**config.mk**
```make
export PLATFORM = sky130hd
export DESIGN_NAME = operand_address_generator
export DESIGN_NICKNAME = d
export VERILOG_FILES = /design/src/bcd_nibble_check.v /design/src/branch_target.v /design/src/operand_address_generator.v
export VERILOG_INCLUDE_DIRS = /design/src /design/src/src
export SDC_FILE = /design/constraint.sdc
export NUM_CORES = 1
export LEC_CHECK = 0
export ABC_AREA = 1
export BUFFER_PORTS_ARGS = -buffer_cell sky130_fd_sc_hd__buf_2
export CAP_MARGIN = 0
export CORE_MARGIN = 2
export CORE_UTILIZATION = 50
export DETAILED_ROUTE_END_ITERATION = 6
export GPL_TIMING_DRIVEN = 0
export PLACE_DENSITY = 0.72
export SETUP_SLACK_MARGIN = 0.3
export SYNTH_ARGS = -nofsm -noshare
export SYNTH_HDL_FRONTEND = slang
export SYNTH_HIERARCHICAL = 1
export SYNTH_SLANG_ARGS = --single-unit
```
**constraint.sdc**
```tcl
create_clock -name core_clk -period 2.54 [get_ports core_clk]
set_input_delay 0.508 -clock core_clk [delete_from_list [all_inputs] [get_ports core_clk]]
set_output_delay 0.508 -clock core_clk [all_outputs]
set_load 0.005 [all_outputs]
```
**src/oag_defs.vh**
```
// Constants for the operand and branch address generator
`ifndef OAG_DEFS_VH
`define OAG_DEFS_VH
// ---------------------------------------------------------------
// Addressing modes (binary select codes from the decoder)
// ---------------------------------------------------------------
`define AM_REG      4'h0
`define AM_IND      4'h1
`define AM_DISP     4'h2
`define AM_POSTINC  4'h3
`define AM_PREDEC   4'h4
`define AM_ABS8     4'h5
`define AM_ABS16    4'h6
`define AM_IMM      4'h7
`define AM_PCREL    4'h8
`define AM_MEMIND   4'h9
// ---------------------------------------------------------------
// Operation classes
// ---------------------------------------------------------------
`define OP_BYTE_MOVE   4'h0
`define OP_WORD_MOVE   4'h1
`define OP_WORD_ALU    4'h2
`define OP_SMALL_CONST 4'h3
`define OP_MULTIPLY    4'h4
`define OP_DIVIDE      4'h5
`define OP_JUMP        4'h6
`define OP_BRANCH      4'h7
`define OP_BIT         4'h8
`define OP_BYTE_ALU    4'h9
`define OP_DECIMAL     4'ha
// ---------------------------------------------------------------
// Address constants
// ---------------------------------------------------------------
`define SHORT_ABS_PAGE 8'hff
`define ZERO_PAGE      8'h00
`define VECTOR_LAST    16'h003d
`define STEP_BYTE      16'h0001
`define STEP_WORD      16'h0002
`define BIT_FIELD_LSB  4
`endif

```
**src/bcd_nibble_check.v**
```verilog
// Packed BCD nibble validity check
`timescale 1ns/1ns
module bcd_nibble_check (
  input  wire [7:0] data,
  output wire       hi_ok,
  output wire       lo_ok
);
  // Each nibble is one decimal digit
  assign hi_ok = (data[7:4] < 4'ha);
  assign lo_ok = (data[3:0] < 4'ha);
endmodule // bcd_nibble_check

```
**src/branch_target.v**
```verilog
// PC-relative branch target adder
`timescale 1ns/1ns
module branch_target (
  input  wire [15:0] pc,
  input  wire [7:0]  disp,
  output wire [15:0] target
);
  // Sign-extend and add from the even fetch address, wrapping at 64K
  wire [15:0] sum;
  assign sum    = {pc[15:1], 1'b0} + {{8{disp[7]}}, disp};
  assign target = {sum[15:1], 1'b0};
endmodule // branch_target

```
**src/operand_address_generator.v**
```verilog
// Operand and branch address generation for the core
`timescale 1ns/1ns
`include "oag_defs.vh"
module operand_address_generator #(
  parameter ADDR_W = 16
) (
  input  wire              core_clk,
  input  wire              rst_n,
  input  wire              start,
  input  wire [3:0]        mode,
  input  wire [3:0]        op_class,
  input  wire              reg_low_half,
  input  wire [15:0]       reg_value,
  input  wire [7:0]        byte2,
  input  wire [7:0]        byte4,
  input  wire [15:0]       word2,
  input  wire              bit_from_byte4,
  input  wire              const_two,
  input  wire [15:0]       pc,
  input  wire              mem_ack,
  input  wire [15:0]       mem_rdata,
  output reg               mem_rd_r,
  output reg  [15:0]       mem_addr_r,
  output reg  [15:0]       ea_r,
  output reg  [15:0]       operand_r,
  output reg               word_op_r,
  output reg  [2:0]        bit_num_r,
  output reg  [7:0]        bit_mask_r,
  output reg  [15:0]       reg_new_r,
  output reg               reg_we_r,
  output reg  [15:0]       branch_r,
  output reg               branch_valid_r,
  output reg               vector_overlap_r,
  output reg               bcd_ok_r,
  output reg               illegal_r,
  output reg               done_r
);
  // ---------------------------------------------------------------
  // States
  // ---------------------------------------------------------------
  localparam ST_IDLE = 3'b001;
  localparam ST_WAIT = 3'b010;
  localparam ST_DONE = 3'b100;

  // ---------------------------------------------------------------
  // Functions
  // ---------------------------------------------------------------
  // Word accesses drop bit zero
  function [15:0] align;
    input [15:0] a;
    input        w;
    begin
      align = w ? {a[15:1], 1'b0} : a;
    end
  endfunction

  // Size of pointer step: 1 byte or 2 for word moves
  function [15:0] step;
    input w;
    begin
      step = w ? `STEP_WORD : `STEP_BYTE;
    end
  endfunction

  // Byte operand from the chosen half of the register
  function [7:0] byte_half;
    input [15:0] r;
    input        low;
    begin
      byte_half = low ? r[7:0] : r[15:8];
    end
  endfunction

  // Read data fitted to the access width
  function [15:0] read_fit;
    input [15:0] d;
    input        w;
    begin
      read_fit = w ? d : {8'h00, d[7:0]};
    end
  endfunction

  // Classes that carry word operands
  function word_class;
    input [3:0] op;
    begin
      word_class = (op == `OP_WORD_MOVE) || (op == `OP_WORD_ALU) ||
                   (op == `OP_SMALL_CONST) || (op == `OP_MULTIPLY) ||
                   (op == `OP_DIVIDE);
    end
  endfunction

  // ---------------------------------------------------------------
  // Decode of operation width and legality
  // ---------------------------------------------------------------
  reg        is_word;
  reg        legal;
  wire       is_move = (op_class == `OP_BYTE_MOVE) || (op_class == `OP_WORD_MOVE);
  wire       is_jump = (op_class == `OP_JUMP);
  always @* begin
    is_word = word_class(op_class);
    legal = 1'b1;
    if (mode == `AM_DISP) begin
      legal = is_move;
    end else if (mode == `AM_POSTINC || mode == `AM_PREDEC) begin
      legal = is_move;
    end else if (mode == `AM_ABS8) begin
      legal = (op_class == `OP_BYTE_MOVE);
    end else if (mode == `AM_ABS16) begin
      legal = is_move || is_jump;
    end else if (mode == `AM_IMM) begin
      legal = !(op_class == `OP_SMALL_CONST);
    end else if (mode == `AM_PCREL) begin
      legal = (op_class == `OP_BRANCH);
    end else if (mode == `AM_MEMIND) begin
      legal = is_jump;
    end
  end

  // ---------------------------------------------------------------
  // Address and operand computation
  // ---------------------------------------------------------------
  // Results of the two small helper units
  wire [15:0] pcrel_target;
  wire        bcd_hi_ok;
  wire        bcd_lo_ok;

  branch_target u_branch (
    .pc     (pc),
    .disp   (byte2),
    .target (pcrel_target)
  );

  bcd_nibble_check u_bcd (
    .data  (byte_half(reg_value, reg_low_half)),
    .hi_ok (bcd_hi_ok),
    .lo_ok (bcd_lo_ok)
  );

  // Combinational results of the decode
  reg [15:0] ea_nxt;
  reg [15:0] opnd_nxt;
  reg [15:0] regn_nxt;
  reg        regwe_nxt;
  reg        need_rd;
  reg        word_acc;
  wire [2:0] bitn = bit_from_byte4 ? byte4[`BIT_FIELD_LSB+2:`BIT_FIELD_LSB]
                                   : byte2[`BIT_FIELD_LSB+2:`BIT_FIELD_LSB];

  // Effective address, pointer update and whether memory must be read
  always @* begin
    ea_nxt    = 16'h0000;
    regn_nxt  = reg_value;
    regwe_nxt = 1'b0;
    need_rd   = 1'b0;
    word_acc  = (op_class == `OP_WORD_MOVE);
    case (mode)
      // Pointer register is the address
      `AM_IND: begin
        ea_nxt  = reg_value;
        need_rd = 1'b1;
      end
      // Pointer plus the second instruction word
      `AM_DISP: begin
        ea_nxt  = reg_value + word2;
        need_rd = 1'b1;
      end
      // Read at the pointer, then step it
      `AM_POSTINC: begin
        ea_nxt    = reg_value;
        regn_nxt  = reg_value + step(word_acc);
        regwe_nxt = 1'b1;
        need_rd   = 1'b1;
      end
      // Step first; no read is made in this mode, load or store
      `AM_PREDEC: begin
        regn_nxt  = reg_value - step(word_acc);
        ea_nxt    = regn_nxt;
        regwe_nxt = 1'b1;
      end
      // Short form lives in the top page
      `AM_ABS8: begin
        ea_nxt  = {`SHORT_ABS_PAGE, byte2};
        need_rd = 1'b1;
      end
      // Jumps take the word as target without a read
      `AM_ABS16: begin
        ea_nxt  = word2;
        need_rd = !is_jump;
      end
      // Target from the branch adder
      `AM_PCREL: begin
        ea_nxt = pcrel_target;
      end
      // Pointer word fetched from the bottom page
      `AM_MEMIND: begin
        ea_nxt   = {`ZERO_PAGE, byte2};
        word_acc = 1'b1;
        need_rd  = 1'b1;
      end
      default: begin
        ea_nxt = 16'h0000;
      end
    endcase
    // Jumps always go to word boundaries
    if (is_jump || word_acc)
      ea_nxt = align(ea_nxt, 1'b1);
  end

  // ---------------------------------------------------------------
  // Operand for register and immediate forms
  // ---------------------------------------------------------------
  // Memory forms leave this at zero; read data replaces it later, except where no read is made or the read fetches a memory-indirect pointer
  always @* begin
    opnd_nxt = 16'h0000;
    case (mode)
      `AM_REG: begin
        if (op_class == `OP_SMALL_CONST)
          opnd_nxt = step(const_two);
        else if (is_word)
          opnd_nxt = reg_value;
        else
          opnd_nxt = {8'h00, byte_half(reg_value, reg_low_half)};
      end
      `AM_IMM: begin
        opnd_nxt = (op_class == `OP_WORD_MOVE) ? word2 : {8'h00, byte2};
      end
      default: begin
        opnd_nxt = 16'h0000;
      end
    endcase
  end

  // ---------------------------------------------------------------
  // Control sequencer
  // ---------------------------------------------------------------
  reg [2:0] state_r;
  reg       memind_r;
  // A decode is taken only in idle; a read ends on its acknowledge
  wire      take   = start && (state_r == ST_IDLE);
  wire      rd_end = mem_ack && (state_r == ST_WAIT);

  // Refused or read-free decodes still pass through DONE for one cycle
  always @(posedge core_clk or negedge rst_n) begin
    if (!rst_n) begin
      state_r <= ST_IDLE;
    end else begin
      case (state_r)
        ST_IDLE: begin
          if (start && need_rd && legal)
            state_r <= ST_WAIT;
          else if (start)
            state_r <= ST_DONE;
        end
        ST_WAIT: begin
          if (mem_ack)
            state_r <= ST_DONE;
        end
        ST_DONE: begin
          state_r <= ST_IDLE;
        end
        default: begin
          state_r <= ST_IDLE;
        end
      endcase
    end
  end

  // ---------------------------------------------------------------
  // Memory read request
  // ---------------------------------------------------------------
  // Request and address stand unchanged until the acknowledge edge
  always @(posedge core_clk or negedge rst_n) begin
    if (!rst_n) begin
      mem_rd_r   <= 1'b0;
      mem_addr_r <= 16'h0000;
      memind_r   <= 1'b0;
    end else if (take) begin
      mem_rd_r   <= need_rd && legal;
      memind_r   <= (mode == `AM_MEMIND);
      if (need_rd && legal)
        mem_addr_r <= ea_nxt;
    end else if (rd_end) begin
      mem_rd_r <= 1'b0;
    end
  end

  // ---------------------------------------------------------------
  // Decode results
  // ---------------------------------------------------------------
  // Captured at the take edge and held until the next one; operand_r is also replaced by the read data on the acknowledge of a read that is not memory-indirect
  always @(posedge core_clk or negedge rst_n) begin
    if (!rst_n) begin
      ea_r             <= 16'h0000;
      operand_r        <= 16'h0000;
      word_op_r        <= 1'b0;
      bit_num_r        <= 3'h0;
      bit_mask_r       <= 8'h00;
      reg_new_r        <= 16'h0000;
      vector_overlap_r <= 1'b0;
      bcd_ok_r         <= 1'b0;
      illegal_r        <= 1'b0;
    end else if (take) begin
      illegal_r        <= !legal;
      ea_r             <= ea_nxt;
      operand_r        <= opnd_nxt;
      word_op_r        <= word_acc || is_word;
      bit_num_r        <= bitn;
      bit_mask_r       <= 8'h01 << bitn;
      bcd_ok_r         <= (op_class == `OP_DECIMAL) && bcd_hi_ok && bcd_lo_ok;
      vector_overlap_r <= (mode == `AM_MEMIND) && ({8'h00, byte2} <= `VECTOR_LAST);
      reg_new_r        <= regn_nxt;
    end else if (rd_end && !memind_r) begin
      // Byte reads use the low lane only
      operand_r <= read_fit(mem_rdata, word_op_r);
    end
  end

  // ---------------------------------------------------------------
  // Branch target and one-cycle pulses
  // ---------------------------------------------------------------
  // Refused decodes raise no write or branch pulse and start no read; done_r still pulses
  always @(posedge core_clk or negedge rst_n) begin
    if (!rst_n) begin
      branch_r       <= 16'h0000;
      branch_valid_r <= 1'b0;
      reg_we_r       <= 1'b0;
      done_r         <= 1'b0;
    end else begin
      done_r         <= (state_r == ST_DONE);
      reg_we_r       <= take && regwe_nxt && legal;
      branch_valid_r <= 1'b0;
      if (take && !(need_rd && legal)) begin
        branch_r       <= ea_nxt;
        branch_valid_r <= legal && (is_jump || op_class == `OP_BRANCH);
      end else if (rd_end && memind_r) begin
        branch_r       <= align(mem_rdata, 1'b1);
        branch_valid_r <= 1'b1;
      end
    end
  end
endmodule // operand_address_generator
```
Yosys cells after proc, flatten, opt, wreduce, memory -nomap -nowiden. Cells that the tools add are included.

Register bits after elaboration: 103. Latch bits: 0. RAM bits: 0. Bits in read-only memories: 0. Input port bits: 95. Output and inout bits: 99. Memories kept: 0.

Add/subtract/negate cells: 4. Multiply operators: 0. Divide/modulo/power cells: 0. Magnitude comparators: 3. Equal/unequal tests: 22. Shift operators: 1. Muxes and demuxes: 34. Bitwise gates (word level): 0. Reduce and logical (&&, ||, !) cells: 39.

Operators by type and width (number): $mux W16 (8); $pmux W16 S7 (1); $pmux W16 S2 (2); $add A16 B16 Y16 (3); $eq A4 B3 Y1 const B (8); $eq A4 B2 Y1 const B (4); $sub A16 B2 Y16 (1); $logic_and A1 B1 Y1 (14); $mux W1 (14); $eq A4 B4 Y1 const B (3); $mux W3 (4); $logic_or A1 B1 Y1 (10); $eq A4 B1 Y1 const B (2); $le A8 B6 Y1 const B (1); $logic_not A4 Y1 (2); $lt A4 B4 Y1 const B (2); $mux W8 (1); $shl A1 B3 Y8 const A (1); $pmux W3 S2 (1); $reduce_bool A2 Y1 (3); $logic_not A1 Y1 (5); $reduce_or A5 Y1 (1); $mux W2 (2); $reduce_and A2 Y1 (2); other kinds (7) (8).

Longest topological paths before layout.
Word-level depth: 12. Depth in mapped cells: 18.

By module. Netlist, hierarchy kept.

By module, submodules not included: operand_address_generator (times used 1, cells each 1142, area each 7447.1 um2); branch_target (times used 1, cells each 157, area each 849.6 um2); bcd_nibble_check (times used 1, cells each 2, area each 10.0 um2).

Least setup slack after synthesis. Ideal clock, no wire load.

Kind: input -> register. Start point: input op_class[3]. End point: register branch_r[8]. Setup time: 0.123 ns. Data arrival time: 2.747 ns. Path slack: -0.330 ns. Stages: 16. Path through: nor2_1 nand3_1 clkbuf_1 ha_1 inv_1 fa_1 nor2_1 nand2_1 nor2_2 nand2_1 nand3_1 nand2_1 nor2_1 inv_1 o21ai_0 nand2_1.

Cells in the longest elaborated chain, start to end: 12. Elaborated cells on any way between the ends: 25. Classes of those cells: 1 x add/sub; 4 x eq/ne; 11 x mux; 9 x reduce/logical.

RTL lines: start, declared (RTL line operand_address_generator.v:11) `input wire [3:0] op_class,`; parallel branches: the longest is 12 deep, another holds $sub A16 B2 Y16; end signal, assigned (RTL line operand_address_generator.v:334) `branch_r <= ea_nxt;`; end signal, assigned (RTL line operand_address_generator.v:337) `branch_r <= align(mem_rdata, 1'b1);`; end, declared (RTL line operand_address_generator.v:31) `output reg [15:0] branch_r,`.

Parallel ways; which one is timed is not known. A chain may end at the register's enable or synchronous reset.

Worst setup path in the final report.
Start point: input op_class[3]. End point: register branch_r[14].

The elaborated chain is that of the path after synthesis.

==> impl_metrics.tcl <==
set metrics [dict create \
    final_common_cell "nand2_1" \
    stdcell_area_mm2 0.0107 \
    drv_slew 0 \
    cp.required_ps 2780 \
    die-area_mm2 0.0177 \
    grt_max_degree 73 \
    drv_cap 0 \
    rsz0062_at_grt "true" \
    leakage_nw 5.66 \
    syn-num-nets 1434 \
    synth.distinct_cells 50 \
    worstRegToRegCells 7 \
    placementRows 47 \
    ys_top_cells_by_area "dfrtp_1 (31%), nand2_1 (20%), inv_1 (7.0%), nand3_1 (6.7%), o21ai_0 (5.4%)" \
    clk_root_buffer_cell "clkbuf_16" \
    drc 9 \
    ys.flop_type "dfrtp_1" \
    area_delta_synth_final_pct 29.0 \
    worstReg2RegEnd "operand_r[13]$_DFFE_PN0P_" \
    synth_area_mm2 0.00831 \
    clk-insertion-delay-late_ps 350 \
    yosysTopAreaCellShare_pct 30.7 \
    tns_ps 0 \
    fillers 1557 \
    die_w_um 133 \
    syn_area_per_cell_um2 6.38 \
    syn_inst 1301 \
    ys.warnings.count 6 \
    fp.coreArea_mm2 0.0164 \
    cts_max_level 3 \
    crit_arrival_ps 2530 \
    path_cells "buf_8 > nor2_4 > nand3_4 > clkbuf_16 > ha_4 > inv_2 > fa_2 > nor2_4 > nand2_4 > nor2_4 > nand2_2 > nor2_4 > nand2_1 > nand2_1 > nor2_1 > nor2_1 > nand2_2 > nor2_4 > nor2_1" \
    grt_overflow 0 \
    critical-path-top-delay-family "simple AND/OR/NAND/NOR gates" \
    cts_tree "done" \
    grt_pass1_vias 9022 \
    synth_top_cell_by_area "dfrtp_1" \
    tightestPinTransition_ps 775 \
    crit_type "in -> reg" \
    io_buffer_count 186 \
    async_flop_share_pct 100 \
    maxSlewHeadroom_pct 47.8 \
    setup_viol_count_final 0 \
    cp-end-kind "flip-flop" \
    avgRoutedWirePerCell_um 17.9 \
    cp-start-kind "input port" \
    final_nets 1666 \
    power_mw 6.89 \
    final_cell_mix "nand2_1 (428), buf_2 (189), inv_1 (146)" \
    vias_per_cell 5.57 \
    holdWs_ps 99.9 \
    fin_crit_ps 2290 \
    critPathMostFrequentCell "nor2_4" \
    timing.rr.start "state_r[0]$_DFFE_PN1P_" \
    initial_core_util_pct 50.6 \
    ir_drop_mv 0.402 \
    dp_hpwl_um 24700 \
    numClockSinks 103 \
    powerDensity_mw_per_mm2 643 \
    ios 194 \
    hp-class "in -> async" \
    crit_path_max_fanout 5 \
    synth_seq_cells 103 \
    antenna_found_initial 0 \
    wl_um 31500 \
    placed_cell_area_mm2 0.00963 \
    grt_pass1_wl_um 48800 \
    max_freq_ghz 0.436 \
    vias 9798 \
    ys_seq_area_share_pct 31.0 \
    fin_skew_ps 7.65 \
    antenna_cells 0 \
    cts_buffers 9 \
    worst_setup_hold_path_clk_slew_ps 70 \
    track_usage_pct 35.4 \
    status "finished, violations left" \
    dr.first_iter.drc_count 838 \
    first_pass_iters 7 \
    drtAntennaViolNets 0 \
    gp_congestion 0.983 \
    slowest_stage "fa_2" \
    cp_num_buf_inv 3 \
    rrSetupSlack_ps 470 \
    synth_edf_count 0 \
    timing.final.crit_share_pct 90.2 \
    die_y_um 133 \
    critPathMaxStageDelay_ps 380 \
    clock_path_buffers 2 \
    hold_viol 0 \
    drive_gt1_share_pct 25.4 \
    failed_checks "design-rule violations" \
]
state kept, by name, summed over array words and instances, names as in the netlist, 3 cells and up:
| signal | flops |
|---|---|
| ea_r | 16 |
| branch_r | 16 |
| bit_mask_r | 8 |
| operand_r | 16 |
| reg_new_r | 16 |
| state_r | 3 |
| mem_addr_r | 16 |
| bit_num_r | 3 |
through the flow:
stage                     worst slack [ps]  std cells  utilization (%)
after floorplan                        218       1301                -
after global placement                -647       1707             58.5
after detailed placement              -637       1708             58.7
after CTS                              205       1742             62.9
after global routing                   134       1758             65.3
final                                  248       1758             65.3
layer usage:
metal,GRT usage [%],routed length [um]
met5,0,0
met4,10.5,799
met3,6.82,3060
met2,57.8,14500
met1,47.8,13100
logic make-up (layout without fill, tap and decap cells):
logic type / count (synthesis) / count (layout) / synth area share (%)
AOI/OAI and AO/OA: 211 / 211 / 14.6
xor gates and xnor gates: 10 / 10 / 1.05
DFF: 103 / 103 / 31.0
and+or+nand+nor: 730 / 730 / 37.0
adders and majority gates: 38 / 38 / 6.09
buffers and inverters: 206 / 443 / 9.88
muxes: 2 / 2 / 0.241
other: 1 / 1 / 0.0451
power by group:
group | internal [mW] | total, mW | switching, mW | leakage (nW)
clock | 0.783 | 1.43 | 0.651 | 0.147
sequential | 2.24 | 2.60 | 0.362 | 1.29
combinational | 1.18 | 2.85 | 1.67 | 4.23
cell usage after synthesis, types with 7 or more instances:
master	instances
xor2_1	7
a21oi_1	63
inv_1	154
o21ai_0	90
o211ai_1	16
nor3_1	13
nand4_1	11
nand3_1	112
nor2_2	9
inv_2	8
nor2_1	108
dfrtp_1	102
nand2_1	449
clkbuf_1	28
ha_1	34
a31oi_1	11
o21ai_2	7
buf_2	11
worst max-delay path by stage:
stage	from	endpoint	slack (ps)	cells past startpoint
6_report	op_class[3]	branch_r[14]$_DFFE_PN0P_	250	19
5_1_grt	op_class[2]	branch_r[14]$_DFFE_PN0P_	130	19
4_1_cts	op_class[2]	branch_r[14]$_DFFE_PN0P_	200	19
3_5_place_dp	op_class[1]	branch_r[4]$_DFFE_PN0P_	-640	15
3_3_place_gp	op_class[1]	branch_r[4]$_DFFE_PN0P_	-650	15
2_1_floorplan	op_class[3]	branch_r[14]$_DFFE_PN0P_	220	16
cell type report:
cell class	count	area (um^2)	share of cell area, %
Sequential cell	103	2580	24.1
Clock buffer	10	229	2.14
Tap cell	220	275	2.57
Buffer	44	239	2.23
Multi-Input combinational cell	992	5380	50.2
Clock inverter	6	77.6	0.724
Timing Repair Buffer	221	1320	12.3
Inverter	162	617	5.76
timing repair:
| item | 4_1_cts | 5_1_grt |
|---|---|---|
| buffers inserted | 17 | 16 |
| endpoints found under the hold margin | 0 | 0 |
| cloned | 1 | 0 |
| pin swaps | 20 | 37 |
| endpoints found under the setup margin | 66 | 54 |
| hold buffers | 0 | 0 |
| gates resized for setup | 66 | 73 |
Power figures use the tool's default switching activity.
